<file path="src/core/sfcfg_pkg.sv">
// constants, field layouts and types for the synth config word decoder
// assumes a 24-bit serial word with its select nibble in the low 4 bits
`default_nettype none

package sfcfg_pkg;
  localparam int WORD_W = 24;
  localparam int SEL_W = 4;
  localparam int BASE_W = 12;
  localparam int EXT_W = 10;
  localparam int FRAC_W = 22;
  localparam int CNT_W = 5;
  localparam logic [CNT_W-1:0] BITS_PER_WORD = 5'h18;

  // word select nibbles
  localparam logic [SEL_W-1:0] SEL_CFG4 = 4'h9;
  localparam logic [SEL_W-1:0] SEL_FRAC_EXT = 4'hB;
  localparam logic [SEL_W-1:0] SEL_ACCESS = 4'h3;
  localparam logic [SEL_W-1:0] SEL_FREQ_MASK = 4'h1;
  localparam logic [SEL_W-1:0] SEL_FREQ_VAL = 4'h0;

  // config_word_four fields
  localparam int CFG4_AUTO_WAKE = 23;
  localparam int CFG4_DITHER_SELECT_LSB = 16;
  localparam int CFG4_ORDER_LSB = 14;
  localparam int CFG4_DOUBLER = 12;
  localparam int CFG4_REF_OUT = 11;
  localparam int CFG4_AUX_CPP = 10;
  localparam int CFG4_MAIN_CPP = 9;
  localparam int CFG4_AUX_PRESC = 8;

  // frac_extension_word fields
  localparam int EXT_DEN_LSB = 14;
  localparam int EXT_NUM_LSB = 4;

  // access_control_word fields
  localparam int ACC_BASE_BIT = 20;
  localparam int ACC_FRAC_BIT = 21;
  localparam int ACC_MAIN_PD = 19;
  localparam int ACC_AUX_PD = 18;

  localparam logic [WORD_W-1:0] CFG4_RESET = 24'h22C709;
  localparam logic [WORD_W-1:0] FRAC_EXT_RESET = 24'h00000B;
  localparam logic [WORD_W-1:0] ACCESS_RESET = 24'h1C0003;

  typedef enum logic [1:0] {
    MOD_ORDER4, MOD_OFF, MOD_ORDER2, MOD_ORDER3
  } sfcfg_mod_t;

  typedef enum logic [1:0] {
    DITHER_SELECT_NONE, DITHER_SELECT_WEAK, DITHER_SELECT_STRONG, DITHER_SELECT_RESV
  } sfcfg_dither_select_t;
endpackage

`default_nettype wire

</file>
<file path="src/core/sfcfg_word_if.sv">
// carrier for a latched serial word between receiver and decoder
// assumes both ends run on the system clock
`default_nettype none

interface sfcfg_word_if;
  import sfcfg_pkg::*;
  logic [WORD_W-1:0] word;
  logic strobe;
  modport rx (output word, output strobe);
  modport core (input word, input strobe);
endinterface

`default_nettype wire

</file>
<file path="src/core/sfcfg_serial_rx.sv">
// three-wire serial receiver: shifts msb first, latches on enable rise
// assumes serial pins are asynchronous and slower than the system clock
`default_nettype none

module sfcfg_serial_rx
  import sfcfg_pkg::*;
(
  input wire logic clk_sys_in,
  input wire logic rst_n_in,
  input wire logic ser_clk_in,
  input wire logic ser_data_in,
  input wire logic ser_latch_in,
  sfcfg_word_if.rx word_if
);
  logic [2:0] sync1_r;
  logic [2:0] sync2_r;
  logic clk_q_r;
  logic le_q_r;
  logic [WORD_W-1:0] shift_r;
  logic [CNT_W-1:0] count_r;
  logic [WORD_W-1:0] word_r;
  logic strobe_r;
  logic clk_rise;
  logic le_rise;

  always_ff @(posedge clk_sys_in) begin
    if (!rst_n_in) begin
      sync1_r <= 3'h0;
      sync2_r <= 3'h0;
      clk_q_r <= 1'b0;
      le_q_r <= 1'b0;
    end else begin
      sync1_r <= {ser_latch_in, ser_data_in, ser_clk_in};
      sync2_r <= sync1_r;
      clk_q_r <= sync2_r[0];
      le_q_r <= sync2_r[2];
    end
  end

  assign clk_rise = sync2_r[0] & ~clk_q_r;
  assign le_rise = sync2_r[2] & ~le_q_r;

  // shifting and bit count, count restarts at each latch
  always_ff @(posedge clk_sys_in) begin
    if (!rst_n_in) begin
      shift_r <= '0;
      count_r <= '0;
    end else if (le_rise) begin
      count_r <= '0;
    end else if (clk_rise && !sync2_r[2]) begin
      shift_r <= {shift_r[WORD_W-2:0], sync2_r[1]};
      if (count_r != BITS_PER_WORD) begin
        count_r <= count_r + 5'h01;
      end
    end
  end

  // only whole words are handed on
  always_ff @(posedge clk_sys_in) begin
    if (!rst_n_in) begin
      word_r <= '0;
      strobe_r <= 1'b0;
    end else begin
      strobe_r <= le_rise && (count_r == BITS_PER_WORD);
      if (le_rise && (count_r == BITS_PER_WORD)) begin
        word_r <= shift_r;
      end
    end
  end

  assign word_if.word = word_r;
  assign word_if.strobe = strobe_r;
endmodule

`default_nettype wire

</file>
<file path="src/core/sfcfg_core.sv">
// synth config decoder: config word four, fraction extension, auto wake
// assumes fraction base bits come from same-clock logic, pins are async
`default_nettype none

module sfcfg_core
  import sfcfg_pkg::*;
(
  input wire logic clk_sys_in,
  input wire logic rst_n_in,
  input wire logic ser_clk_in,
  input wire logic ser_data_in,
  input wire logic ser_latch_in,
  input wire logic chip_enable_in,
  input wire logic ref_input_pin_in,
  input wire logic [sfcfg_pkg::BASE_W-1:0] frac_num_base_in,
  input wire logic [sfcfg_pkg::BASE_W-1:0] frac_den_base_in,
  output logic aux_prescaler_16_out,
  output logic main_pump_positive_out,
  output logic aux_pump_positive_out,
  output logic ref_copy_pin_out,
  output logic ref_copy_pin_oe_out,
  output logic main_ref_tick_out,
  output logic aux_ref_tick_out,
  output logic ref_doubler_enable_out,
  output sfcfg_pkg::sfcfg_mod_t modulator_order_select_out,
  output logic modulator_enable_out,
  output sfcfg_pkg::sfcfg_dither_select_t dither_select_out,
  output logic main_loop_powerdown_out,
  output logic aux_loop_powerdown_out,
  output logic frac_wide_mode_out,
  output logic [sfcfg_pkg::FRAC_W-1:0] main_frac_numerator_out,
  output logic [sfcfg_pkg::FRAC_W-1:0] main_frac_denominator_out,
  output logic access_fault_out
);
  import sfcfg_pkg::*;

  sfcfg_word_if word_bus ();

  logic [WORD_W-1:0] cfg4_r;
  logic [WORD_W-1:0] frac_ext_r;
  logic [WORD_W-1:0] access_r;
  logic main_pd_r;
  logic aux_pd_r;
  logic ce_s1_r;
  logic ce_s2_r;
  logic ref_s1_r;
  logic ref_s2_r;
  logic ref_q_r;
  logic ref_rise;
  logic ref_fall;
  logic wr_cfg4;
  logic wr_ext;
  logic wr_access;
  logic wr_freq;
  logic wide_mode;
  logic [WORD_W-1:0] ext_eff;
  logic [EXT_W-1:0] num_hi;
  logic [EXT_W-1:0] den_hi;

  function automatic sfcfg_mod_t decode_order(input logic [1:0] code);
    sfcfg_mod_t m;
    case (code)
      2'h0: m = MOD_ORDER4;
      2'h1: m = MOD_OFF;
      2'h2: m = MOD_ORDER2;
      default: m = MOD_ORDER3;
    endcase
    return m;
  endfunction

  function automatic sfcfg_dither_select_t decode_dither(input logic [1:0] code);
    sfcfg_dither_select_t d;
    case (code)
      2'h0: d = DITHER_SELECT_NONE;
      2'h1: d = DITHER_SELECT_WEAK;
      2'h2: d = DITHER_SELECT_STRONG;
      default: d = DITHER_SELECT_RESV;
    endcase
    return d;
  endfunction

  // builds a fraction value from base and extension bits
  function automatic logic [FRAC_W-1:0] frac_value(
    input logic wide,
    input logic [EXT_W-1:0] hi,
    input logic [BASE_W-1:0] lo
  );
    logic [FRAC_W-1:0] v;
    if (wide) begin
      v = {hi, lo};
    end else begin
      v = {{EXT_W{1'b0}}, lo};
    end
    return v;
  endfunction

  // true when a latched word carries the given select nibble
  function automatic logic sel_match(
    input logic [WORD_W-1:0] w,
    input logic [SEL_W-1:0] sel
  );
    return w[SEL_W-1:0] == sel;
  endfunction

  sfcfg_serial_rx u_rx (
    .clk_sys_in(clk_sys_in),
    .rst_n_in(rst_n_in),
    .ser_clk_in(ser_clk_in),
    .ser_data_in(ser_data_in),
    .ser_latch_in(ser_latch_in),
    .word_if(word_bus.rx)
  );

  // word select decode
  always_comb begin
    wr_cfg4 = 1'b0;
    wr_ext = 1'b0;
    wr_access = 1'b0;
    wr_freq = 1'b0;
    if (!word_bus.strobe) begin
      wr_cfg4 = 1'b0;
    end else if (sel_match(word_bus.word, SEL_CFG4)) begin
      wr_cfg4 = 1'b1;
    end else if (sel_match(word_bus.word, SEL_FRAC_EXT)) begin
      wr_ext = 1'b1;
    end else if (sel_match(word_bus.word, SEL_ACCESS)) begin
      wr_access = 1'b1;
    end else if ((word_bus.word[SEL_W-1:0] & SEL_FREQ_MASK) ==
                 SEL_FREQ_VAL) begin
      wr_freq = 1'b1;
    end
  end

  // stored words
  always_ff @(posedge clk_sys_in) begin
    if (!rst_n_in) begin
      cfg4_r <= CFG4_RESET;
    end else if (wr_cfg4) begin
      cfg4_r <= word_bus.word;
    end
  end

  always_ff @(posedge clk_sys_in) begin
    if (!rst_n_in) begin
      frac_ext_r <= FRAC_EXT_RESET;
    end else if (wr_ext) begin
      frac_ext_r <= word_bus.word;
    end
  end

  always_ff @(posedge clk_sys_in) begin
    if (!rst_n_in) begin
      access_r <= ACCESS_RESET;
    end else if (wr_access) begin
      access_r <= word_bus.word;
    end
  end

  // chip enable sync
  always_ff @(posedge clk_sys_in) begin
    if (!rst_n_in) begin
      ce_s1_r <= 1'b0;
      ce_s2_r <= 1'b0;
    end else begin
      ce_s1_r <= chip_enable_in;
      ce_s2_r <= ce_s1_r;
    end
  end

  // power-down bits: access word sets them, auto wake clears them
  always_ff @(posedge clk_sys_in) begin
    if (!rst_n_in) begin
      main_pd_r <= ACCESS_RESET[ACC_MAIN_PD];
      aux_pd_r <= ACCESS_RESET[ACC_AUX_PD];
    end else if (wr_access) begin
      main_pd_r <= word_bus.word[ACC_MAIN_PD];
      aux_pd_r <= word_bus.word[ACC_AUX_PD];
    end else if (wr_freq && cfg4_r[CFG4_AUTO_WAKE] && ce_s2_r) begin
      main_pd_r <= 1'b0;
      aux_pd_r <= 1'b0;
    end
  end

  // reference input sync and edge detect
  always_ff @(posedge clk_sys_in) begin
    if (!rst_n_in) begin
      ref_s1_r <= 1'b0;
      ref_s2_r <= 1'b0;
      ref_q_r <= 1'b0;
    end else begin
      ref_s1_r <= ref_input_pin_in;
      ref_s2_r <= ref_s1_r;
      ref_q_r <= ref_s2_r;
    end
  end

  assign ref_rise = ref_s2_r & ~ref_q_r;
  assign ref_fall = ~ref_s2_r & ref_q_r;

  // reference counter ticks; both edges double the main rate
  always_ff @(posedge clk_sys_in) begin
    if (!rst_n_in) begin
      main_ref_tick_out <= 1'b0;
      aux_ref_tick_out <= 1'b0;
    end else begin
      main_ref_tick_out <= ref_rise |
        (cfg4_r[CFG4_DOUBLER] & ref_fall);
      aux_ref_tick_out <= ref_rise;
    end
  end

  // reference copy pin
  always_ff @(posedge clk_sys_in) begin
    if (!rst_n_in) begin
      ref_copy_pin_out <= 1'b0;
      ref_copy_pin_oe_out <= 1'b0;
    end else begin
      ref_copy_pin_out <= ref_s2_r & cfg4_r[CFG4_REF_OUT];
      ref_copy_pin_oe_out <= cfg4_r[CFG4_REF_OUT];
    end
  end

  // loop control levels
  always_ff @(posedge clk_sys_in) begin
    if (!rst_n_in) begin
      aux_prescaler_16_out <= CFG4_RESET[CFG4_AUX_PRESC];
      main_pump_positive_out <= CFG4_RESET[CFG4_MAIN_CPP];
      aux_pump_positive_out <= CFG4_RESET[CFG4_AUX_CPP];
      ref_doubler_enable_out <= CFG4_RESET[CFG4_DOUBLER];
    end else begin
      aux_prescaler_16_out <= cfg4_r[CFG4_AUX_PRESC];
      main_pump_positive_out <= cfg4_r[CFG4_MAIN_CPP];
      aux_pump_positive_out <= cfg4_r[CFG4_AUX_CPP];
      ref_doubler_enable_out <= cfg4_r[CFG4_DOUBLER];
    end
  end

  // modulator order and its enable
  always_ff @(posedge clk_sys_in) begin
    if (!rst_n_in) begin
      modulator_order_select_out <=
        decode_order(CFG4_RESET[CFG4_ORDER_LSB +: 2]);
      modulator_enable_out <=
        (decode_order(CFG4_RESET[CFG4_ORDER_LSB +: 2]) != MOD_OFF);
    end else begin
      modulator_order_select_out <=
        decode_order(cfg4_r[CFG4_ORDER_LSB +: 2]);
      modulator_enable_out <=
        (decode_order(cfg4_r[CFG4_ORDER_LSB +: 2]) != MOD_OFF);
    end
  end

  // dither strength
  always_ff @(posedge clk_sys_in) begin
    if (!rst_n_in) begin
      dither_select_out <= decode_dither(CFG4_RESET[CFG4_DITHER_SELECT_LSB +: 2]);
    end else begin
      dither_select_out <= decode_dither(cfg4_r[CFG4_DITHER_SELECT_LSB +: 2]);
    end
  end

  // default contents stand in while the word is not programmable
  assign wide_mode = access_r[ACC_FRAC_BIT];
  assign ext_eff = wide_mode ? frac_ext_r : FRAC_EXT_RESET;
  assign num_hi = ext_eff[EXT_NUM_LSB +: EXT_W];
  assign den_hi = ext_eff[EXT_DEN_LSB +: EXT_W];

  // fraction width follows the access word
  always_ff @(posedge clk_sys_in) begin
    if (!rst_n_in) begin
      frac_wide_mode_out <= ACCESS_RESET[ACC_FRAC_BIT];
    end else begin
      frac_wide_mode_out <= wide_mode;
    end
  end

  // fraction values, low bits straight from the base inputs
  always_ff @(posedge clk_sys_in) begin
    if (!rst_n_in) begin
      main_frac_numerator_out <= '0;
      main_frac_denominator_out <= '0;
    end else begin
      main_frac_numerator_out <=
        frac_value(wide_mode, num_hi, frac_num_base_in);
      main_frac_denominator_out <=
        frac_value(wide_mode, den_hi, frac_den_base_in);
    end
  end

  // access word bit 20 must be held at one
  always_ff @(posedge clk_sys_in) begin
    if (!rst_n_in) begin
      access_fault_out <= ~ACCESS_RESET[ACC_BASE_BIT];
    end else begin
      access_fault_out <= ~access_r[ACC_BASE_BIT];
    end
  end

  // power-down levels handed to both loops
  always_ff @(posedge clk_sys_in) begin
    if (!rst_n_in) begin
      main_loop_powerdown_out <= ACCESS_RESET[ACC_MAIN_PD];
      aux_loop_powerdown_out <= ACCESS_RESET[ACC_AUX_PD];
    end else begin
      main_loop_powerdown_out <= main_pd_r;
      aux_loop_powerdown_out <= aux_pd_r;
    end
  end
endmodule

`default_nettype wire

</file>
<file path="config.mk">
export PLATFORM = sky130hd
export DESIGN_NAME = sfcfg_core
export DESIGN_NICKNAME = d
export VERILOG_FILES = /design/src/core/sfcfg_pkg.sv /design/src/core/sfcfg_word_if.sv /design/src/core/sfcfg_serial_rx.sv /design/src/core/sfcfg_core.sv
export SDC_FILE = /design/constraint.sdc
export NUM_CORES = 1
export LEC_CHECK = 0
export ABC_CLOCK_PERIOD_IN_PS = 2800
export BUFFER_PORTS_ARGS = -buffer_cell sky130_fd_sc_hd__buf_2
export CELL_PAD_IN_SITES_DETAIL_PLACEMENT = 2
export CELL_PAD_IN_SITES_GLOBAL_PLACEMENT = 2
export CORE_MARGIN = 2
export CORE_UTILIZATION = 37
export DETAILED_ROUTE_END_ITERATION = 10
export HOLD_SLACK_MARGIN = 0.15
export PLACE_DENSITY_LB_ADDON = 0.1
export SLEW_MARGIN = 0
export SYNTH_ARGS = -nofsm -noshare
export SYNTH_HDL_FRONTEND = slang
export SYNTH_SLANG_ARGS = --single-unit
</file>
<file path="constraint.sdc">
create_clock -name clk_sys_in -period 2.8 [get_ports clk_sys_in]
set_clock_uncertainty 0.15 [all_clocks]
set_input_delay 0.42 -clock clk_sys_in [delete_from_list [all_inputs] [get_ports clk_sys_in]]
set_output_delay 0.42 -clock clk_sys_in [all_outputs]
set_load 0.1 [all_outputs]
</file>
After elaboration in Yosys (flattened, before gate mapping) --
Index checks and enable logic that the tools add are counted. Widths: inputs -> output; s select.
Cells by class: $add $sub $neg 1, equality and inequality tests 10, mux-type cells 20, bitwise logic cells 14, reduce and logical (&&, ||, !) cells 13
Operators by type and width (count):
- $mux 1 | 17
- $pmux 2 s3 | 2
- $eq 4x4->1 const B | 2
- $not 1->1 | 7
- $and 1x1->1 | 6
- $reduce_and 2->1 | 3
- $add 5x1->5 const B | 1
- $eq 5x5->1 const B | 1
- $ne 5x5->1 const B | 1
- $eq 2x1->1 const B | 2
- $eq 2x2->1 const B | 2
- $eq 4x2->1 const B | 1
- $logic_and 1x1->1 | 4
- $logic_not 2->1 | 2
- $logic_not 4->1 | 1
- $mux 2 | 1
- $ne 2x1->1 const B | 1
- $reduce_bool 2->1 | 1
- $reduce_or 2->1 | 1
- $logic_not 1->1 | 1
- $or 1x1->1 | 1
Word-level totals: bits in registers 200, input bits 31, output and inout bits 61, word-level logic and storage cells 95

Longest topological paths before layout --
Gate-level depths: netlist of the first run.
depth after elaboration 10, mapped depth 7, gate-level depth less buffers 5

By module --
Synthesis of the first run repeated with hierarchy kept, for this count alone.
Second synthesis, totals: cells, all modules 546, area, all modules 5600.4 um^2
By module, submodules not included:
- sfcfg_core | instances 1, cells an instance 285, area an instance 3179.3 um^2, seq. area each 2001.9 um^2
- sfcfg_serial_rx | instances 1, cells an instance 261, area an instance 2421.1 um^2, seq. area each 1241.2 um^2

Worst setup path after synthesis of the first run --
No wires, ideal clock.
path type register to register, from register u_rx.count_r[0], to register u_rx.strobe_r, in the netlist u_rx.word_if.strobe, library setup time 0.115 ns, arrival time 1.408 ns, required time 2.535 ns, path slack 1.127 ns, stages on the path, launching flop included 8, buffers on the path 2, clock period less this slack 1.673 ns, cells stage by stage dfxtp_1 inv_1 ha_1 and4b_1 nor2b_1 buf_2 buf_4 and2_1
On the way: longest elaborated chain between the ends 2
Ends and longest elaborated chain:
- from (decl) | line sfcfg_serial_rx.sv:20 | logic [CNT_W-1:0] count_r;
- from (signal assigned) | line sfcfg_serial_rx.sv:53 | count_r <= count_r + 5'h01;
- $eq 5x5->1 | line sfcfg_serial_rx.sv:64 | strobe_r <= le_rise && (count_r == BITS_PER_WORD);
- $logic_and 1x1->1 | line sfcfg_serial_rx.sv:64
- to (signal assigned) | line sfcfg_serial_rx.sv:64
- to (decl) | line sfcfg_serial_rx.sv:22 | logic strobe_r;
Every way passes these cells. A chain may end at the register's enable or synchronous reset.

Final worst setup path of the first run --
from register u_rx.count_r[0], to register u_rx.word_r[19], in the netlist u_rx.word_if.word[19]
On the way: longest elaborated chain between the ends 2
Ends and longest elaborated chain:
- $eq 5x5->1 | line sfcfg_serial_rx.sv:65 | if (le_rise && (count_r == BITS_PER_WORD)) begin
- $logic_and 1x1->1 | line sfcfg_serial_rx.sv:65
- to (signal assigned) | line sfcfg_serial_rx.sv:66 | word_r <= shift_r;
- to (decl) | line sfcfg_serial_rx.sv:21 | logic [WORD_W-1:0] word_r;
Every way passes these cells.

==> impl_metrics.env, run 1 <==
export IMPL_outcome="finished, final reports clean"
export IMPL_synth_sequential_area_ratio=0.607
export IMPL_synth_flop_cell="dfxtp_1"
export IMPL_maxClockFrequency_mhz=511
export IMPL_drive_gt1_frac=0.212
export IMPL_avgSynthCellArea_um2=10.2
export IMPL_edff_count_synth=0
export IMPL_yosys_area_top_type_share=0.607
export IMPL_asyncSetResetFlopFracSynth=0
export IMPL_synth_top_cells_by_area="dfxtp_1 61%, mux2i_1 9.7%, nand2_1 8.6%"
export IMPL_grt_busiest_layer="met2"
export IMPL_synth_compound_area_share=0.0377
export IMPL_vdd_ir_drop_max_mv=0.401
export IMPL_final_core_area_utilization=0.485
export IMPL_pin_count_of_the_biggest_net_entering_global_routing=103
export IMPL_drv_slew=0
export IMPL_drt_iter0_drc=179
export IMPL_clock_latency_ns=0.42
export IMPL_setup_violations_final=0
export IMPL_hold_worst_slack_ns=0.234
export IMPL_floorplan_rows=43
export IMPL_crit_required_ns=2.99
export IMPL_netlist_area_um2=5340
export IMPL_fp_dieW_um=124
export IMPL_final_instance_count_excl_fill=827
export IMPL_synth_top_cells_by_count="162 x dfxtp_1, 123 x nand2_1, 52 x mux2i_1"
export IMPL_clock_tree_buffer_depth=2
export IMPL_routed_wl_mm=13.8
export IMPL_place_worst_setup_slack_ns=0.877
export IMPL_power_per_cell_area_nw_per_um2=709
export IMPL_layout_setup_ws_ns=0.844
export IMPL_met2_usage=0.355
export IMPL_postSynthRegisterBits=162
export IMPL_post_synth_inst_count=525
export IMPL_fin_nets=669
export IMPL_timing_worst_setup_path_type="flop to flop"
export IMPL_antenna_found_initial=0
export IMPL_yosysTopAreaCell="dfxtp_1"
export IMPL_worst_max_slew_margin_expressed_relative_to_the_limit=0.458
export IMPL_vias=3974
export IMPL_xor_xnor_share_of_the_synthesized_area=0
export IMPL_worst_slew_pin_slew_ns=0.811
export IMPL_detailed_place_area_um2=5940
export IMPL_unrepaired_setup_endpoints_after_global_routing="false"
export IMPL_drv_cap=0
export IMPL_yosys_cell_types_count=33
export IMPL_h_tree_depth=4
export IMPL_cts_root_buf="clkbuf_16"
export IMPL_yosys_mux_area_fraction=0.108
export IMPL_antenna_diodes=0
export IMPL_tritoncts="built"
export IMPL_viasPerCell=4.81
export IMPL_globalRouteTotalUtil=0.193
export IMPL_postSynthNetCount=558
export IMPL_number_of_global_route_vias_before_repair=4367
export IMPL_drc=0
export IMPL_p_r_area_growth_vs_syn_pct=27.0
export IMPL_final_area_um2=6780
export IMPL_floorplan_initialDensity=0.382
export IMPL_grt_ovfl_total=0
export IMPL_clkSlewWorstSetupHoldPaths_ns=0.06
export IMPL_clock_buffers_created_by_tritoncts=17
export IMPL_p_leak_nw=2.74
export IMPL_design_power_total_mw=4.81
export IMPL_dr_pass1_iters=4
export IMPL_worst_path_max_fanout=25
export IMPL_post_synth_and_or_nand_nor_area_fraction=0.206
export IMPL_synth_warning_count=0
export IMPL_grtUsageMet3=0.0476
export IMPL_grt_pass1_wl_mm=22.4
export IMPL_period_share=0.699
export IMPL_overall_die_area_um2=15400
export IMPL_synth_most_common_cell="dfxtp_1"
export IMPL_timing_final_crit_period_ns=1.96
export IMPL_worst_endpoint_arrival_ns=2.15
export IMPL_post_cts_resized=0
export IMPL_met1_track_usage_gr=0.210
export IMPL_core_area_um2=14000
export IMPL_finalHoldViolCount=0
export IMPL_clkSinkCount=162
export IMPL_setup_worst_path_end_class="flop"
export IMPL_synth_adder_area_share=0.00469
export IMPL_fp_dieH_um=124
export IMPL_numPortBuffers=91
export IMPL_drtAntennaViolNets=0
export IMPL_wl_per_cell_um=16.7
export IMPL_instance_count_after_placement_with_tap_cells_included=768
export IMPL_placer_congestion=0.689
export IMPL_pin_count=92
export IMPL_fin_setup_tns_ns=0
export IMPL_detailedPlacementHpwl_mm=8.12
export IMPL_worstSetupStartpointType="flop"
export IMPL_dominant_combinational_cell_family_by_area_after_synthesis="simple AND/OR/NAND/NOR gates"
export IMPL_hold_path_class="flop to flop"
[critical path, cell delays in order, from the launching register on]
cell,delay (ns)
dfxtp_1,0.34
inv_1,0.10
ha_1,0.18
and4b_1,0.25
nor2b_2,0.15
buf_4,0.41
mux2i_1,0.29
[cell type report]
type	instances	area [um^2]
fill	1457	7210
timing repair buffer	126	806
multi-input combinational	320	1920
clock buffer	26	529
tap	180	225
clock inverter	4	22.5
sequential	162	3240
inverter	9	33.8
[cell families (layout without fill, tap and decap cells)]
logic type	after synthesis	in the layout
AO/OA/AOI/OAI	37	37
adder cells (fa/ha/maj)	2	2
buffers and inverters	43	165
flip-flops	162	162
multiplexers	57	57
AND/OR/NAND/NOR	224	224
[per-layer routing]
metal	vias to the layer above	routed length (um)
met5	-	0
met4	0	249
met3	19	489
met2	84	7290
met1	1941	5780
li1	1930	-
[flip-flops by register name, indices dropped and copies added, names as in the netlist, 3 cells and up]
register and flops:
main_frac_denominator_out 22, cfg4_r 10, u_rx.sync2_r 3, u_rx.count_r 5, u_rx.word_if.word 24, u_rx.shift_r 24
main_frac_numerator_out 22, u_rx.sync1_r 3, frac_ext_r 20
[worst paths after layout]
kind | cells past startpoint | slack, ns | end | from
worst max register to register | 6 | 0.84 | u_rx.word_if.word[19]$_SDFFE_PN0P_ | u_rx.count_r[0]$_SDFFE_PP0P_
worst max-delay path | 6 | 0.84 | u_rx.word_if.word[19]$_SDFFE_PN0P_ | u_rx.count_r[0]$_SDFFE_PP0P_
worst min register to register | 1 | 0.23 | modulator_enable_out$_SDFF_PN1_ | cfg4_r[14]$_SDFFE_PN1P_
worst min-delay path | 1 | 0.23 | modulator_enable_out$_SDFF_PN1_ | cfg4_r[14]$_SDFFE_PN1P_
[where the power goes]
group	total, mW	internal [mW]	switching (mW)
combinational	0.296	0.0769	0.219
clock	2.17	1.29	0.881
sequential	2.34	2.33	0.0100
total	4.81	3.70	1.11
[layout by cell type, fill, tap and decap left out, types with 7 or more instances in the layout]
cell	Yosys	routed
clkbuf_16	0	17
and2_1	39	39
dlygate4sd3_1	0	29
nand2b_1	15	15
dfxtp_1	162	162
buf_2	9	90
nand2_1	123	123
clkbuf_8	0	7
mux2i_1	52	52
inv_1	7	7
a21oi_1	27	27
and3_1	21	21
[timing repair]
item                                   in CTS  in global routing
hold buffers                               29                  0
buffers inserted                            0                  0
endpoints found under the hold margin      29                  0
(Power assumes the default switching activity.)
==> run 2: changes to the inputs <==
--- a/config.mk
+++ b/config.mk
@@ -5,12 +5,12 @@
 export SDC_FILE = /design/constraint.sdc
 export NUM_CORES = 1
 export LEC_CHECK = 0
-export ABC_CLOCK_PERIOD_IN_PS = 2800
+export ABC_CLOCK_PERIOD_IN_PS = 1650
 export BUFFER_PORTS_ARGS = -buffer_cell sky130_fd_sc_hd__buf_2
 export CELL_PAD_IN_SITES_DETAIL_PLACEMENT = 2
 export CELL_PAD_IN_SITES_GLOBAL_PLACEMENT = 2
 export CORE_MARGIN = 2
-export CORE_UTILIZATION = 37
+export CORE_UTILIZATION = 31
 export DETAILED_ROUTE_END_ITERATION = 10
 export HOLD_SLACK_MARGIN = 0.15
 export PLACE_DENSITY_LB_ADDON = 0.1
==> constraint.sdc (replaced) <==
create_clock -name clk_sys_in -period 1.65 [get_ports clk_sys_in]
set_clock_uncertainty 0.15 [all_clocks]
set_input_delay 0.2475 -clock clk_sys_in [delete_from_list [all_inputs] [get_ports clk_sys_in]]
set_output_delay 0.2475 -clock clk_sys_in [all_outputs]
set_load 0.1 [all_outputs]
==> impl_metrics.env, run 2 (synthesis gave the netlist of run 1 again) <==
export IMPL_overall_die_area_um2=18300
export IMPL_number_of_global_route_vias_before_repair=4359
export IMPL_cts_root_buf="clkbuf_16"
export IMPL_floorplan_rows=47
export IMPL_vias=3962
export IMPL_pin_count=92
export IMPL_p_r_area_growth_vs_syn_pct=34.3
export IMPL_setup_violations_final=0
export IMPL_fp_dieW_um=135
export IMPL_floorplan_initialDensity=0.320
export IMPL_viasPerCell=4.45
export IMPL_drtAntennaViolNets=0
export IMPL_timing_worst_setup_path_type="flop to flop"
export IMPL_crit_required_ns=1.80
export IMPL_period_share=0.988
export IMPL_outcome="finished, final reports clean"
export IMPL_worstReg2RegStart="u_rx.word_if.word[2]$_SDFFE_PN0P_"
export IMPL_globalRouteTotalUtil=0.154
export IMPL_route_layer_met1_wl_mm=6.08
export IMPL_core_area_um2=16700
export IMPL_commonest_cells_after_routing_fill_and_taps_aside="159 x dfxtp_1, 123 x nand2_1, 90 x buf_2"
export IMPL_mostFrequentLayoutCell="dfxtp_1"
export IMPL_worst_path_max_fanout=5
export IMPL_routed_wl_mm=13.2
export IMPL_detailedPlacementHpwl_mm=8.60
export IMPL_clkSinkCount=162
export IMPL_r2r_setup_slack_ns=0.02
export IMPL_top_signal_layer_used="met4"
export IMPL_worst_slew_pin_slew_ns=0.497
export IMPL_numPortBuffers=91
export IMPL_clock_latency_ns=0.42
export IMPL_drv_cap=0
export IMPL_power_per_cell_area_nw_per_um2=1170
export IMPL_timing_rr_end="cfg4_r[9]$_SDFFE_PN1P_"
export IMPL_clkSlewWorstSetupHoldPaths_ns=0.06
export IMPL_clock_tree_buffer_depth=2
export IMPL_drc=0
export IMPL_tritoncts="built"
export IMPL_grt_pass1_wl_mm=22.0
export IMPL_drt_iter0_drc=136
export IMPL_timing_final_crit_period_ns=1.63
export IMPL_met3_length_um=409
export IMPL_worst_endpoint_arrival_ns=1.78
export IMPL_cp_startpoint="u_rx.word_if.word[2]$_SDFFE_PN0P_"
export IMPL_dr_pass1_iters=4
export IMPL_ff2ff_path_depth=4
export IMPL_critical_path_capture_point="cfg4_r[9]$_SDFFE_PN1P_"
export IMPL_vdd_ir_drop_max_mv=0.811
export IMPL_hold_path_class="flop to flop"
export IMPL_worst_max_slew_margin_expressed_relative_to_the_limit=0.671
export IMPL_fp_dieH_um=135
export IMPL_h_tree_depth=4
export IMPL_antenna_found_initial=0
export IMPL_fin_setup_tns_ns=0
export IMPL_maxClockFrequency_mhz=613
export IMPL_detailed_place_area_um2=6190
export IMPL_placer_congestion=0.660
export IMPL_clock_buffers_created_by_tritoncts=17
export IMPL_finalHoldViolCount=0
export IMPL_antenna_diodes=0
export IMPL_pin_count_of_the_biggest_net_entering_global_routing=48
export IMPL_drv_slew=0
export IMPL_setup_worst_path_end_class="flop"
export IMPL_grt_ovfl_total=0
export IMPL_worstSetupStartpointType="flop"
export IMPL_final_area_um2=7170
export IMPL_wl_per_cell_um=14.8
export IMPL_fin_nets=692
export IMPL_met2RoutedLength_mm=6.49
export IMPL_drive_gt1_frac=0.247
export IMPL_holdPathStages=1
export IMPL_p_leak_nw=2.91
export IMPL_unrepaired_setup_endpoints_after_global_routing="true"
==> run 2: cell count changes in the layout (fill, tap and decap cells not counted), moves of 4 or more <==
cell	change
buf_12	+7
buf_4	+14
clkbuf_8	-4
mux2_2	-5
mux2_4	+5
==> run 2: worst min path at each step <==
| stage | slack (ns) | to | start |
|---|---|---|---|
| finish | 0.22 | modulator_enable_out$_SDFF_PN1_ | cfg4_r[14]$_SDFFE_PN1P_ |
| global route | 0.26 | modulator_enable_out$_SDFF_PN1_ | cfg4_r[14]$_SDFFE_PN1P_ |
| CTS | 0.23 | modulator_enable_out$_SDFF_PN1_ | cfg4_r[14]$_SDFFE_PN1P_ |
| detailed placement | 0.21 | modulator_enable_out$_SDFF_PN1_ | cfg4_r[14]$_SDFFE_PN1P_ |
| global placement | 0.22 | modulator_enable_out$_SDFF_PN1_ | cfg4_r[14]$_SDFFE_PN1P_ |
| floorplan | 0.20 | modulator_enable_out$_SDFF_PN1_ | cfg4_r[14]$_SDFFE_PN1P_ |
==> run 2: area by class of cell <==
cell class,count,area (um^2)
timing repair buffer,149,1070
tap,220,275
clock inverter,9,106
sequential,162,3250
clock buffer,22,474
inverter,9,33.8
fill,1806,9530
multi-input combinational,320,1960
==> run 2: stage by stage <==
step / utilization / instances / hold WS (ns) / worst slack (ns) / power (mW)
5_1_grt: 0.429 / 891 / 0.255 / -0.0644 / 8.73
3_3_place_gp: 0.371 / 825 / 0.219 / 0.0248 / 4.53
6_report: 0.429 / 891 / 0.224 / 0.0191 / 8.38
2_1_floorplan: - / 525 / 0.203 / -0.000661 / 4.41
4_1_cts: 0.425 / 886 / 0.229 / 0.0113 / 8.49
3_5_place_dp: 0.371 / 825 / 0.214 / -0.0997 / 4.54
==> run 2: where the power goes <==
group | internal [mW] | total [mW] | switching, mW
logic | 0.158 | 0.538 | 0.380
registers | 3.96 | 3.97 | 0.0145
clock network | 2.33 | 3.87 | 1.53
total | 6.45 | 8.38 | 1.93
==> run 2: critical path, cell delays in order (launching register included) <==
cell      delay (ns)
dfxtp_2         0.32
nand2b_4        0.15
nor4b_4         0.36
buf_6           0.22
mux2_4          0.32
==> run 2: metal layers <==
layer	GRT usage	up-vias
met5	0	-
met2	0.269	70
met3	0.0329	19
li1	-	1978
met4	0.0573	0
met1	0.187	1895
==> run 2: repair_timing <==
action,CTS,global route
hold buffers,30,0
setup buffers,0,4
pin swaps,0,1
gates cloned,0,1
gates resized for setup,7,13
endpoints found under the setup margin,12,29
hold endpoints to repair,42,0
==> run 3: changes to the inputs <==
--- a/config.mk
+++ b/config.mk
@@ -5,16 +5,16 @@
 export SDC_FILE = /design/constraint.sdc
 export NUM_CORES = 1
 export LEC_CHECK = 0
-export ABC_CLOCK_PERIOD_IN_PS = 1650
+export ABC_CLOCK_PERIOD_IN_PS = 1600
 export BUFFER_PORTS_ARGS = -buffer_cell sky130_fd_sc_hd__buf_2
 export CELL_PAD_IN_SITES_DETAIL_PLACEMENT = 2
 export CELL_PAD_IN_SITES_GLOBAL_PLACEMENT = 2
 export CORE_MARGIN = 2
-export CORE_UTILIZATION = 31
+export CORE_UTILIZATION = 34
 export DETAILED_ROUTE_END_ITERATION = 10
 export HOLD_SLACK_MARGIN = 0.15
 export PLACE_DENSITY_LB_ADDON = 0.1
-export SLEW_MARGIN = 0
+export SLEW_MARGIN = 20
 export SYNTH_ARGS = -nofsm -noshare
 export SYNTH_HDL_FRONTEND = slang
 export SYNTH_SLANG_ARGS = --single-unit
==> constraint.sdc (replaced) <==
create_clock -name clk_sys_in -period 1.6 [get_ports clk_sys_in]
set_clock_uncertainty 0.15 [all_clocks]
set_input_delay 0.24 -clock clk_sys_in [delete_from_list [all_inputs] [get_ports clk_sys_in]]
set_output_delay 0.24 -clock clk_sys_in [all_outputs]
set_load 0.1 [all_outputs]
==> impl_metrics.env, run 3 (synthesis gave the netlist of run 1 again) <==
export IMPL_outcome="finished, violations left"
export IMPL_violations="negative setup slack"
export IMPL_worstSetupStartpointType="flop"
export IMPL_setup_worst_path_end_class="flop"
export IMPL_worst_max_slew_margin_expressed_relative_to_the_limit=0.669
export IMPL_netSwitchingFraction=0.220
export IMPL_power_sequential_fraction=0.445
export IMPL_clock_latency_ns=0.43
export IMPL_worst_path_max_fanout=2
export IMPL_layout_setup_ws_ns=-0.0778
export IMPL_drv_slew=0
export IMPL_power_net_switching_mw=2.02
export IMPL_power_combinational_fraction=0.062
export IMPL_grt_pass1_wl_mm=23.6
export IMPL_mostFrequentLayoutCell="dfxtp_1"
export IMPL_vias=4095
export IMPL_clock_tree_buffer_depth=2
export IMPL_fp_dieH_um=129
export IMPL_fin_nets=699
export IMPL_drc=0
export IMPL_numPortBuffers=91
export IMPL_timing_final_crit_period_ns=1.68
export IMPL_share_clk_of_total_power=0.493
export IMPL_tritoncts="built"
export IMPL_drt_iter0_drc=106
export IMPL_drtAntennaViolNets=0
export IMPL_unrepaired_setup_endpoints_after_global_routing="true"
export IMPL_worst_slew_pin_slew_ns=0.499
export IMPL_drive_gt1_frac=0.270
export IMPL_final_core_area_utilization=0.481
export IMPL_overall_die_area_um2=16700
export IMPL_cellInternalPower_mw=7.19
export IMPL_power_per_cell_area_nw_per_um2=1250
export IMPL_antenna_diodes=0
export IMPL_design_power_total_mw=9.21
export IMPL_clock_buffers_created_by_tritoncts=17
export IMPL_maxClockFrequency_mhz=596
export IMPL_detailedPlacementHpwl_mm=9.02
export IMPL_dr_pass1_iters=4
export IMPL_vdd_ir_drop_max_mv=0.789
export IMPL_floorplan_initialDensity=0.350
export IMPL_number_of_global_route_vias_before_repair=4590
export IMPL_routed_wl_mm=14.4
export IMPL_period_share=1.05
export IMPL_placer_congestion=0.706
export IMPL_clkSlewWorstSetupHoldPaths_ns=0.06
export IMPL_grt_ovfl_total=0
export IMPL_h_tree_depth=4
export IMPL_floorplan_rows=45
export IMPL_fp_dieW_um=129
export IMPL_antenna_found_initial=0
export IMPL_core_area_um2=15300
export IMPL_commonest_cells_after_routing_fill_and_taps_aside="158 x dfxtp_1, 123 x nand2_1, 82 x buf_2"
export IMPL_pin_count=92
export IMPL_crit_required_ns=1.81
export IMPL_p_r_area_growth_vs_syn_pct=37.5
export IMPL_p_leak_nw=2.99
export IMPL_viasPerCell=4.60
export IMPL_pin_count_of_the_biggest_net_entering_global_routing=39
export IMPL_cts_root_buf="clkbuf_16"
export IMPL_clkSinkCount=162
export IMPL_worst_endpoint_arrival_ns=1.88
export IMPL_wl_per_cell_um=16.2
export IMPL_hold_worst_slack_ns=0.229
export IMPL_globalRouteTotalUtil=0.185
export IMPL_hold_path_class="flop to flop"
export IMPL_drv_cap=0
export IMPL_setup_violations_final=14
export IMPL_timing_worst_setup_path_type="flop to flop"
export IMPL_finalHoldViolCount=0
-- run 3: changes by cell type in the layout (fill, tap and decap cells not counted), sizes merged --
cell	delta
bufinv	+3
clkbuf	+8
clkinv	-2
clkinvlp	-1
-- run 3: layout make-up --
type                    instances  area [um^2]
clock buffers                  23          488
clock inverters                 9          175
fillers                      1558         7920
inverters                       9         33.8
multi-input cells             320         1990
flip-flops and latches        162         3250
well taps                     211          264
repair buffers                156         1140
-- run 3: worst max-delay path, stage by stage, from the launching register on --
cell and delay (ns):
dfxtp_2 0.34, inv_2 0.05, ha_4 0.14, and4b_1 0.22, buf_4 0.15, or4_4 0.40, a21oi_1 0.15
-- run 3: worst paths after layout --
path / start / to / slack [ns] / cells after the start
worst max-delay path: u_rx.count_r[0]$_SDFFE_PP0P_ / u_rx.count_r[2]$_SDFFE_PP0P_ / -0.08 / 6
worst min-delay path: cfg4_r[14]$_SDFFE_PN1P_ / modulator_enable_out$_SDFF_PN1_ / 0.23 / 1
worst max register to register: u_rx.count_r[0]$_SDFFE_PP0P_ / u_rx.count_r[2]$_SDFFE_PP0P_ / -0.08 / 6
worst min register to register: cfg4_r[14]$_SDFFE_PN1P_ / modulator_enable_out$_SDFF_PN1_ / 0.23 / 1
-- run 3: power by group through the flow --
stage	logic [mW]	registers, mW	clock network (mW)
after floorplan	0.114	4.43	0
final	0.572	4.10	4.54
after global placement	0.490	4.18	0
after CTS	0.565	4.10	4.64
after global routing	0.608	4.10	4.82
after detailed placement	0.501	4.19	0
-- run 3: what timing repair did --
item	in CTS	in global routing
gates resized for setup	13	20
hold buffers	30	0
setup endpoints to repair	33	43
buffers inserted	6	2
gates cloned	1	0
pin swaps	3	2
endpoints found under the hold margin	41	0
-- run 3: stage by stage --
step	TNS [ns]	setup slack (ns)	instance area, um^2	std cells
3_5_place_dp	-0.851	-0.0712	6200	820
3_3_place_gp	0	0.0200	6200	820
4_1_cts	-0.252	-0.0387	7290	889
6_report	-0.298	-0.0778	7340	890
2_1_floorplan	0	0.00461	5350	525
5_1_grt	-2.30	-0.138	7340	890
-- run 3: layer usage --
metal | part of all wire | GRT usage
met5 | 0 | 0
met1 | 0.43 | 0.208
met3 | 0.029 | 0.0417
met4 | 0.017 | 0.0691
met2 | 0.52 | 0.341
